`src/logic/tir_pkg.sv`:
```
package tir_pkg;
    // widths and word layout
    localparam int          ID_BITS       = 8;             // identity word length
    localparam int          SYNC_BITS     = 4;             // word sync pattern length
    localparam logic [3:0]  SYNC_PATTERN  = 4'he;          // sync appended after identity bits
    localparam logic [7:0]  ID_CODE_DFLT  = 8'h5a;         // hard-wired code, arbitrary value
    // timing figures
    localparam int          CLK_HZ        = 100_000_000;   // ref_clk rate
    localparam int          LOCK_GAP_MS   = 10;            // tolerated demod lock loss
    localparam int          REPLY_MS      = 35;            // reply burst length
    localparam int          LOCK_GAP_CYC  = CLK_HZ / 1000 * LOCK_GAP_MS;  // longest, rounds down
    localparam int          REPLY_CYC     = CLK_HZ / 1000 * REPLY_MS;     // fixed period
    localparam int          PW_SLOT_CYC   = 300;           // cycles per encoded bit cell
    localparam int          PW_ONE_CYC    = 200;           // high time for a one
    localparam int          PW_ZERO_CYC   = 100;           // high time for a zero
    localparam int          CNT_W         = 24;            // width of long counters
    // reset values
    localparam logic [7:0]  SHIFT_RST     = 8'h00;
    localparam logic [3:0]  SYNC_RST      = 4'h0;
endpackage : tir_pkg

```
`src/logic/tir_enc_if.sv`:
```
`timescale 1ns/1ps
// carries the reply encoder request and its pulse output
interface tir_enc_if;
    logic       run;     // encoder active
    logic [7:0] word;    // identity word to send
    logic       pulse;   // pulse-width-encoded train
    logic       bit_out; // bit being gated out
    modport ctrl (output run, output word, input pulse, input bit_out);
    modport enc  (input run, input word, output pulse, output bit_out);
endinterface : tir_enc_if

```
`src/logic/tir_reply_enc.sv`:
```
`timescale 1ns/1ps
// recirculates the identity word plus sync as pulse-width cells
module tir_reply_enc
    import tir_pkg::*;
(
    input  wire logic  clk,      // ref clock
    input  wire logic  rst_n,    // synchronised reset
    input  wire logic  ce,       // clock enable
    tir_enc_if.enc     bus       // encoder request and output
);
    localparam int FRAME = ID_BITS + SYNC_BITS;
    logic [11:0] frame_q;
    logic [3:0]  idx_q;
    logic [15:0] cell_q;
    wire  [11:0] frame_load = {bus.word, SYNC_PATTERN};
    wire         cur_bit    = frame_q[11];
    wire         cell_end   = (cell_q == 16'(PW_SLOT_CYC - 1));
    wire  [15:0] hi_len     = cur_bit ? 16'(PW_ONE_CYC) : 16'(PW_ZERO_CYC);

    // shift the stored word out msb first, reload after sync
    always_ff @(posedge clk or negedge rst_n) begin
        if (!rst_n) begin
            frame_q <= 12'h000;
            idx_q   <= 4'h0;
            cell_q  <= 16'h0000;
        end else if (ce) begin
            if (!bus.run) begin
                frame_q <= frame_load;
                idx_q   <= 4'h0;
                cell_q  <= 16'h0000;
            end else if (cell_end) begin
                cell_q <= 16'h0000;
                if (idx_q == 4'(FRAME - 1)) begin
                    frame_q <= frame_load;
                    idx_q   <= 4'h0;
                end else begin
                    frame_q <= {frame_q[10:0], 1'b0};
                    idx_q   <= idx_q + 4'h1;
                end
            end else begin
                cell_q <= cell_q + 16'h0001;
            end
        end
    end

    // width of the high part carries the bit value
    logic pulse_q;
    logic bit_q;
    always_ff @(posedge clk or negedge rst_n) begin
        if (!rst_n) begin
            pulse_q <= 1'b0;
            bit_q   <= 1'b0;
        end else if (ce) begin
            pulse_q <= bus.run && (cell_q < hi_len);
            bit_q   <= bus.run && cur_bit;
        end
    end
    assign bus.pulse   = pulse_q;
    assign bus.bit_out = bit_q;
endmodule : tir_reply_enc

```
`src/logic/tir_transponder_ctrl.sv`:
```
`timescale 1ns/1ps
module tir_transponder_ctrl
    import tir_pkg::*;
#(
    parameter logic [7:0] ID_CODE    = ID_CODE_DFLT,       // plug-in identity code
    parameter int         GAP_CYC    = LOCK_GAP_CYC,       // lock gap tolerance
    parameter int         REPLY_LEN  = REPLY_CYC           // reply burst length
) (
    input  wire logic  ref_clk,          // 100 MHz clock
    input  wire logic  rst_n,            // async reset, active low
    input  wire logic  clk_en,           // freezes all state except the reset synchroniser when low
    input  wire logic  rx_data,          // sliced demodulated bit
    input  wire logic  shift_pulse,      // programmer shift strobe
    input  wire logic  bit_timing_lock,  // programmer in bit lock
    input  wire logic  carrier_lock,     // receiver carrier loop lock
    input  wire logic  demod_lock,       // freq_shift_keying demod lock
    input  wire logic  push_to_talk,     // transmit enable from switch
    input  wire logic  voice_lock,       // voice demod phase lock
    input  wire logic  builtin_check_sw, // press-to-test switch
    input  wire logic  tx_check_ok,      // transmitter radiating level
    input  wire logic  rx_check_ok,      // receiver operating level
    output logic       tx_key,           // transmitter key
    output logic       reply_osc_pwr,    // reply_tone_oscillator power
    output logic       reply_gate,       // oscillator to modulator gate
    output logic       reply_pulse,      // encoded train to shaping filter
    output logic       reply_bit,        // identity bit being sent
    output logic       voice_pwr,        // voice power control
    output logic       headset_pwr,      // earphone driver power
    output logic       check_lamp,       // self-check lamp
    output logic       code_match        // code recognised pulse
);
    // reset release through two flops
    logic rst_s1_q, rst_s2_q;
    always_ff @(posedge ref_clk or negedge rst_n) begin
        if (!rst_n) begin
            rst_s1_q <= 1'b0;
            rst_s2_q <= 1'b0;
        end else begin
            rst_s1_q <= 1'b1;
            rst_s2_q <= rst_s1_q;
        end
    end
    wire srst_n = rst_s2_q;

    // every pin input except clk_en and rst_n passes two flops before use
    localparam int NIN = 10;
    wire  [NIN-1:0] pin_raw = {rx_data, shift_pulse, bit_timing_lock, carrier_lock,
                               demod_lock, push_to_talk, voice_lock, builtin_check_sw,
                               tx_check_ok, rx_check_ok};
    logic [NIN-1:0] pin_s1_q, pin_s2_q;
    // one process for the whole vector keeps a single driver per register
    always_ff @(posedge ref_clk or negedge srst_n) begin
        if (!srst_n) begin
            pin_s1_q <= '0;
            pin_s2_q <= '0;
        end else if (clk_en) begin
            pin_s1_q <= pin_raw;
            pin_s2_q <= pin_s1_q;
        end
    end
    wire s_data   = pin_s2_q[9];
    wire s_shift  = pin_s2_q[8];
    wire s_btlock = pin_s2_q[7];
    wire s_clock  = pin_s2_q[6];
    wire s_dlock  = pin_s2_q[5];
    wire s_ptt    = pin_s2_q[4];
    wire s_vlock  = pin_s2_q[3];
    wire s_chk    = pin_s2_q[2];
    wire s_txok   = pin_s2_q[1];
    wire s_rxok   = pin_s2_q[0];

    // rising edge of the shift strobe
    logic shift_d1_q;
    always_ff @(posedge ref_clk or negedge srst_n) begin
        if (!srst_n) shift_d1_q <= 1'b0;
        else if (clk_en) shift_d1_q <= s_shift;
    end
    wire shift_evt = s_shift && !shift_d1_q;

    // receive registers: sync window then identity bits
    logic [7:0] rx_sr_q;
    logic [3:0] sync_sr_q;
    always_ff @(posedge ref_clk or negedge srst_n) begin
        if (!srst_n) begin
            rx_sr_q   <= SHIFT_RST;
            sync_sr_q <= SYNC_RST;
        end else if (clk_en && shift_evt) begin
            sync_sr_q <= {sync_sr_q[2:0], rx_sr_q[7]};
            rx_sr_q   <= {rx_sr_q[6:0], s_data};
        end
    end

    // bitwise compare against the hard-wired code
    wire [7:0] bit_eq    = ~(rx_sr_q ^ ID_CODE);
    wire       word_sync = (sync_sr_q == SYNC_PATTERN);
    logic      eval_q;
    always_ff @(posedge ref_clk or negedge srst_n) begin
        if (!srst_n) eval_q <= 1'b0;
        else if (clk_en) eval_q <= shift_evt;
    end
    wire recog = eval_q && (&bit_eq) && word_sync && s_clock;

    // lock gap timer: counts demod lock loss
    logic [CNT_W-1:0] gap_q;
    always_ff @(posedge ref_clk or negedge srst_n) begin
        if (!srst_n) gap_q <= '0;
        else if (clk_en) begin
            if (s_dlock) gap_q <= '0;
            else if (gap_q != CNT_W'(GAP_CYC)) gap_q <= gap_q + 1'b1;
        end
    end
    wire gap_long = (gap_q == CNT_W'(GAP_CYC));

    // key latch and reply session
    logic             key_q, reply_q, match_q;
    logic [CNT_W-1:0] rep_q;
    wire rep_done = (rep_q == CNT_W'(REPLY_LEN - 1));
    wire rep_stop = rep_done || gap_long || !s_btlock || !s_clock;
    always_ff @(posedge ref_clk or negedge srst_n) begin
        if (!srst_n) begin
            key_q   <= 1'b0;
            reply_q <= 1'b0;
            rep_q   <= '0;
            match_q <= 1'b0;
        end else if (clk_en) begin
            match_q <= recog;
            if (recog) key_q <= 1'b1;
            else if (!s_clock) key_q <= 1'b0;
            if (recog && !reply_q) begin
                reply_q <= 1'b1;
                rep_q   <= '0;
            end else if (reply_q) begin
                if (rep_stop) reply_q <= 1'b0;
                rep_q <= rep_q + 1'b1;
            end
        end
    end

    // reply encoder
    tir_enc_if enc_bus ();
    assign enc_bus.run  = reply_q;
    assign enc_bus.word = ID_CODE;
    tir_reply_enc u_enc (
        .clk   (ref_clk),
        .rst_n (srst_n),
        .ce    (clk_en),
        .bus   (enc_bus.enc)
    );

    // output registers
    always_ff @(posedge ref_clk or negedge srst_n) begin
        if (!srst_n) begin
            tx_key        <= 1'b0;
            reply_osc_pwr <= 1'b0;
            reply_gate    <= 1'b0;
            voice_pwr     <= 1'b0;
            headset_pwr   <= 1'b0;
            check_lamp    <= 1'b0;
        end else if (clk_en) begin
            tx_key        <= key_q || s_ptt || s_chk;
            reply_osc_pwr <= reply_q || s_ptt;
            reply_gate    <= reply_q && (s_dlock || !gap_long);
            voice_pwr     <= s_ptt;
            headset_pwr   <= s_vlock;
            check_lamp    <= s_txok && s_rxok;
        end
    end
    assign reply_pulse = enc_bus.pulse;
    assign reply_bit   = enc_bus.bit_out;
    assign code_match  = match_q;

    // checks
    a_key_on_match: assert property (@(posedge ref_clk) disable iff (!srst_n)
        clk_en && recog |=> key_q) else $error("key not set on match");
    a_key_drop: assert property (@(posedge ref_clk) disable iff (!srst_n)
        clk_en && !recog && !s_clock |=> !key_q) else $error("key held without lock");
    a_match_needs_sync: assert property (@(posedge ref_clk) disable iff (!srst_n)
        recog |-> word_sync && (rx_sr_q == ID_CODE)) else $error("bad match");
    a_shift_only: assert property (@(posedge ref_clk) disable iff (!srst_n)
        !(clk_en && shift_evt) |=> $stable(rx_sr_q)) else $error("shift without pulse");
    a_reply_len: assert property (@(posedge ref_clk) disable iff (!srst_n)
        reply_q && clk_en && rep_done |=> !reply_q) else $error("reply too long");
    a_gap_stop: assert property (@(posedge ref_clk) disable iff (!srst_n)
        clk_en && gap_long && reply_q |=> !reply_q) else $error("reply past gap");
    a_ptt_key: assert property (@(posedge ref_clk) disable iff (!srst_n)
        clk_en && s_ptt |=> tx_key && voice_pwr) else $error("ptt not keyed");
    a_headset: assert property (@(posedge ref_clk) disable iff (!srst_n)
        clk_en |=> headset_pwr == $past(s_vlock)) else $error("headset power wrong");
    a_check_key: assert property (@(posedge ref_clk) disable iff (!srst_n)
        clk_en && s_chk |=> tx_key) else $error("check not keyed");
    a_lamp_and: assert property (@(posedge ref_clk) disable iff (!srst_n)
        clk_en |=> check_lamp == ($past(s_txok) && $past(s_rxok))) else $error("lamp");
    a_no_match_quiet: assert property (@(posedge ref_clk) disable iff (!srst_n)
        !key_q && !s_ptt && !s_chk && clk_en |=> !tx_key) else $error("keyed idle");
    a_osc_pwr: assert property (@(posedge ref_clk) disable iff (!srst_n)
        clk_en && recog |=> ##1 reply_osc_pwr) else $error("osc not powered");
    c_match: cover property (@(posedge ref_clk) recog);
    c_reply_end: cover property (@(posedge ref_clk) reply_q && rep_done);
    c_gap_stop: cover property (@(posedge ref_clk) reply_q && gap_long);
    c_ptt: cover property (@(posedge ref_clk) s_ptt && tx_key);
endmodule : tir_transponder_ctrl

```
`config.mk`:
```
export PLATFORM = sky130hd
export DESIGN_NAME = tir_transponder_ctrl
export DESIGN_NICKNAME = d
export VERILOG_FILES = /design/src/logic/tir_pkg.sv /design/src/logic/tir_enc_if.sv /design/src/logic/tir_reply_enc.sv /design/src/logic/tir_transponder_ctrl.sv
export SDC_FILE = /design/constraint.sdc
export NUM_CORES = 1
export LEC_CHECK = 0
export BUFFER_PORTS_ARGS = -buffer_cell sky130_fd_sc_hd__buf_2
export CORE_MARGIN = 5
export CORE_UTILIZATION = 50
export CTS_BUF_LIST = sky130_fd_sc_hd__clkbuf_2
export DETAILED_ROUTE_END_ITERATION = 8
export PLACE_DENSITY_LB_ADDON = 0.1
export REMOVE_ABC_BUFFERS = 1
export SYNTH_ARGS = -nofsm -noshare
export SYNTH_HDL_FRONTEND = slang
export SYNTH_SLANG_ARGS = --single-unit
```
`constraint.sdc`:
```
create_clock -name ref_clk -period 3.9 [get_ports ref_clk]
set_input_delay 0.39 -clock ref_clk [delete_from_list [all_inputs] [get_ports ref_clk]]
set_output_delay 0.39 -clock ref_clk [all_outputs]
set_load 0.005 [all_outputs]
```
==> flow_metrics.tcl <==
set metrics [dict create \
    num_io_pins 22 \
    synth_edf_count 0 \
    gp_congestion 0.8107 \
    initial_core_util_pct 51.03 \
    postRouteAntennaNets 0 \
    start_kind "register" \
    cp_max_fo 23 \
    path_cells "or4b_4, o41a_1, buf_4, or4_1, a21oi_1" \
    setup_viol 0 \
    die_y_um 120.9 \
    hold_viol 0 \
    switching_share_pct 27.20 \
    max_stage_delay_ns 0.72 \
    cts.clk_slew.worst_paths_ns 0.20 \
    arrival_ns 3.36 \
    synthMuxAreaShare_pct 8.498 \
    grt_pass1_vias 4533 \
    vias 4682 \
    coreArea_um2 12060 \
    netlist_area_um2 6155 \
    timing.setup.tns_ns 0 \
    gr-total-overflow 0 \
    die_w_um 120.9 \
    pwr-share-comb_pct 10.0 \
    synth_top_family_by_area "simple AND/OR/NAND/NOR gates" \
    dieArea_um2 14630 \
    synth_ff_type "dfrtp_1" \
    ys_top_cells_by_area "dfrtp_1 (51%), mux2_2 (6.2%), a21oi_1 (2.5%)" \
    grt_max_degree 65 \
    clockRootBuffer "clkbuf_2" \
    synthToLayoutAreaGrowth_pct 11.28 \
    grt_usage_pct 18.41 \
    synth_compound_area_share_pct 14.13 \
    tightestPinTransition_ns 1.063 \
    drc_errors 0 \
    via_per_inst 5.882 \
    synth_fa_ha_area_share_pct 1.626 \
    skew_ns 0.02699 \
    power_leakage_nw 2.817 \
    post-dp-hpwl_mm 8.287 \
    fin_crit_ns 2.725 \
    ys_seq_area_share_pct 51.23 \
    drive_above_1_share_pct 16.08 \
    crit_slowest_cell "o41a_1" \
    nNetsFinal 636 \
    rows 40 \
    end_kind "register" \
    final.period_utilization_pct 69.87 \
    power.density_nw_per_um2 417.5 \
    ys_types 60 \
    yosys.area.top_type "dfrtp_1" \
    post_cts_buffers 0 \
    postSynthAreaPerCell_um2 10.50 \
    hp-class "primary input to register" \
    seq_power_share_pct 54.8 \
    ys_ff_latch 126 \
    cts_buffers 17 \
    drt_first_pass_iters 4 \
    grt_pass1_wl_mm 21.73 \
    clock_power_share_pct 35.2 \
    placed_cell_area_um2 6421 \
    wl_mm 12.71 \
    cts_max_path_buffers 2 \
    critPathKind "register to register" \
    clk_latency_ns 0.69 \
    async_reset_ff_share_pct 100.0 \
    ir_drop_mv 0.2906 \
    cts_sinks 126 \
    p_sw_mw 0.7777 \
    syn_inst 586 \
    portBuffers 21 \
    postCtsResizedCells 0 \
    yosys_warnings 0 \
    drtIter0Drc 389 \
    cp.required_ns 4.53 \
    report.final.slew_viol_count 0 \
    wl_per_cell_um 15.97 \
    max_cap_viol_count 0 \
    max_freq_mhz 367.0 \
    antenna_cells 0 \
    cts_htree_levels 4 \
    yosys.area_share.simple_pct 19.90 \
    antenna_found_initial 0 \
    holdBufCountCts 12 \
    synth-xor-area-share_pct 1.423 \
    status "finished, final reports clean" \
    cell_internal_pwr_mw 2.082 \
    rsz0062_at_grt "no" \
    slew_headroom_pct 28.87 \
    stdcell_area_um2 6849 \
    yosysTopAreaCellShare_pct 51.23 \
    cts_tree "built" \
]
[layout by cell type (no fill, tap or decap), drive strengths merged, types with 3 or more instances in the layout]
| cell | synthesis | layout |
|---|---|---|
| bufinv | 0 | 5 |
| dlygate4sd3 | 0 | 12 |
| a21oi | 31 | 31 |
| ha | 8 | 8 |
| o31ai | 14 | 14 |
| nand2 | 38 | 38 |
| nor4b | 4 | 4 |
| dfrtp | 126 | 126 |
| and2 | 8 | 8 |
| xnor2 | 10 | 10 |
| buf | 8 | 29 |
| a22o | 6 | 6 |
| o21ai | 27 | 27 |
| or3 | 11 | 11 |
| or4 | 17 | 17 |
| clkbuf | 23 | 19 |
| nor2b | 3 | 3 |
| nor2 | 27 | 27 |
| and3 | 7 | 7 |
| o22a | 6 | 6 |
| o311ai | 3 | 3 |
| nand3 | 27 | 27 |
| inv | 18 | 20 |
| o2bb2ai | 8 | 8 |
| mux2 | 34 | 34 |
| o2111ai | 3 | 3 |
| nor4 | 17 | 17 |
| mux2i | 14 | 14 |
| o21bai | 6 | 6 |
| nand4 | 22 | 22 |
| nor3 | 14 | 14 |
| clkinv | 0 | 4 |
| o211ai | 3 | 3 |
| a31oi | 4 | 4 |
| and4 | 10 | 10 |
[path summary, 6_finish.rpt]
| kind | startpoint | endpoint | slack [ns] | cells past startpoint |
|---|---|---|---|---|
| min reg2reg | rst_s1_q | rst_s2_q | 0.39 | 0 |
| max reg2reg | rx_sr_q[0] | rep_q[11] | 1.17 | 5 |
| min in group asynchronous | rst_s2_q | rep_q[10] | 0.41 | 0 |
| max in group asynchronous | rst_s2_q | gap_q[22] | 2.67 | 1 |
| max | rx_sr_q[0] | rep_q[11] | 1.17 | 5 |
| min | clk_en | key_q | 0.20 | 4 |
[state kept, by name, indices dropped and copies added (netlist names), 4 cells and up]
signal,flops
u_enc.frame_q,11
pin_s1_q,10
u_enc.cell_q,16
rx_sr_q,8
sync_sr_q,4
pin_s2_q,10
u_enc.idx_q,4
gap_q,24
rep_q,24
[cell type report]
cell class                      instances  area, um2
Clock buffer                           19      95.09
Inverter                               18      67.56
Timing Repair Buffer                   41      297.8
Fill cell                            1040       5213
Multi-Input combinational cell        411       2809
Clock inverter                         13      212.7
Tap cell                              168      210.2
Sequential cell                       126       3157
[layer usage]
metal	vias up	wire length, um	track usage, %
li1	2288	-	-
met1	2311	6080	25.21
met2	71	6043	29.04
met3	12	460	4.615
met4	0	125	5.453
met5	-	0	0
[kinds of logic (layout without fill, tap and decap cells)]
| group | after synthesis | after routing |
|---|---|---|
| buf+inv | 49 | 91 |
| xor+xnor | 10 | 10 |
| simple gates | 216 | 216 |
| flops | 126 | 126 |
| mux | 48 | 48 |
| other cells | 1 | 1 |
| compound gates | 128 | 128 |
| fa+ha+maj | 8 | 8 |
[synth_stat cells (7+ instances only)]
cell type,instances
inv_1,17
nand3_1,27
nor4_1,16
clkbuf_1,21
ha_1,8
nand4_1,22
and3_1,7
xnor2_1,10
o31ai_1,14
dfrtp_1,126
o21ai_0,27
and2_1,8
nand2_1,38
mux2i_1,14
nor2_1,27
and4_1,10
or4_1,17
nor3_1,14
a21oi_1,31
o2bb2ai_1,8
mux2_2,34
or3_1,11
[critical path, delay by kind of cell, from the launching register on]
| family | cells | cell delay, ns |
|---|---|---|
| simple gates | 2 | 1.05 |
| buf+inv | 1 | 0.31 |
| compound gates | 2 | 0.87 |
| flops | 1 | 0.44 |
[power groups by stage]
stage | clock network, mW | logic [mW] | registers (mW)
floorplan | 0 | 0.200 | 1.56
global placement | 0 | 0.272 | 1.58
detailed placement | 0 | 0.281 | 1.59
CTS | 1.04 | 0.292 | 1.57
global route | 1.09 | 0.321 | 1.60
finish | 1.01 | 0.287 | 1.57
[through the flow]
step | total power [mW] | hold WS [ns] | util [%] | setup slack, ns | instances
detailed placement | 1.876 | 0.1777 | 53.24 | 1.196 | 752
finish | 2.860 | 0.2045 | 56.78 | 1.175 | 796
global route | 3.011 | 0.1628 | 56.78 | 1.039 | 796
global placement | 1.856 | 0.1752 | 53.24 | 1.260 | 752
CTS | 2.898 | 0.1454 | 56.78 | 1.174 | 796
floorplan | 1.763 | 0.09441 | - | 0.1297 | 555
Note: power is estimated with default switching activity, not from simulation.
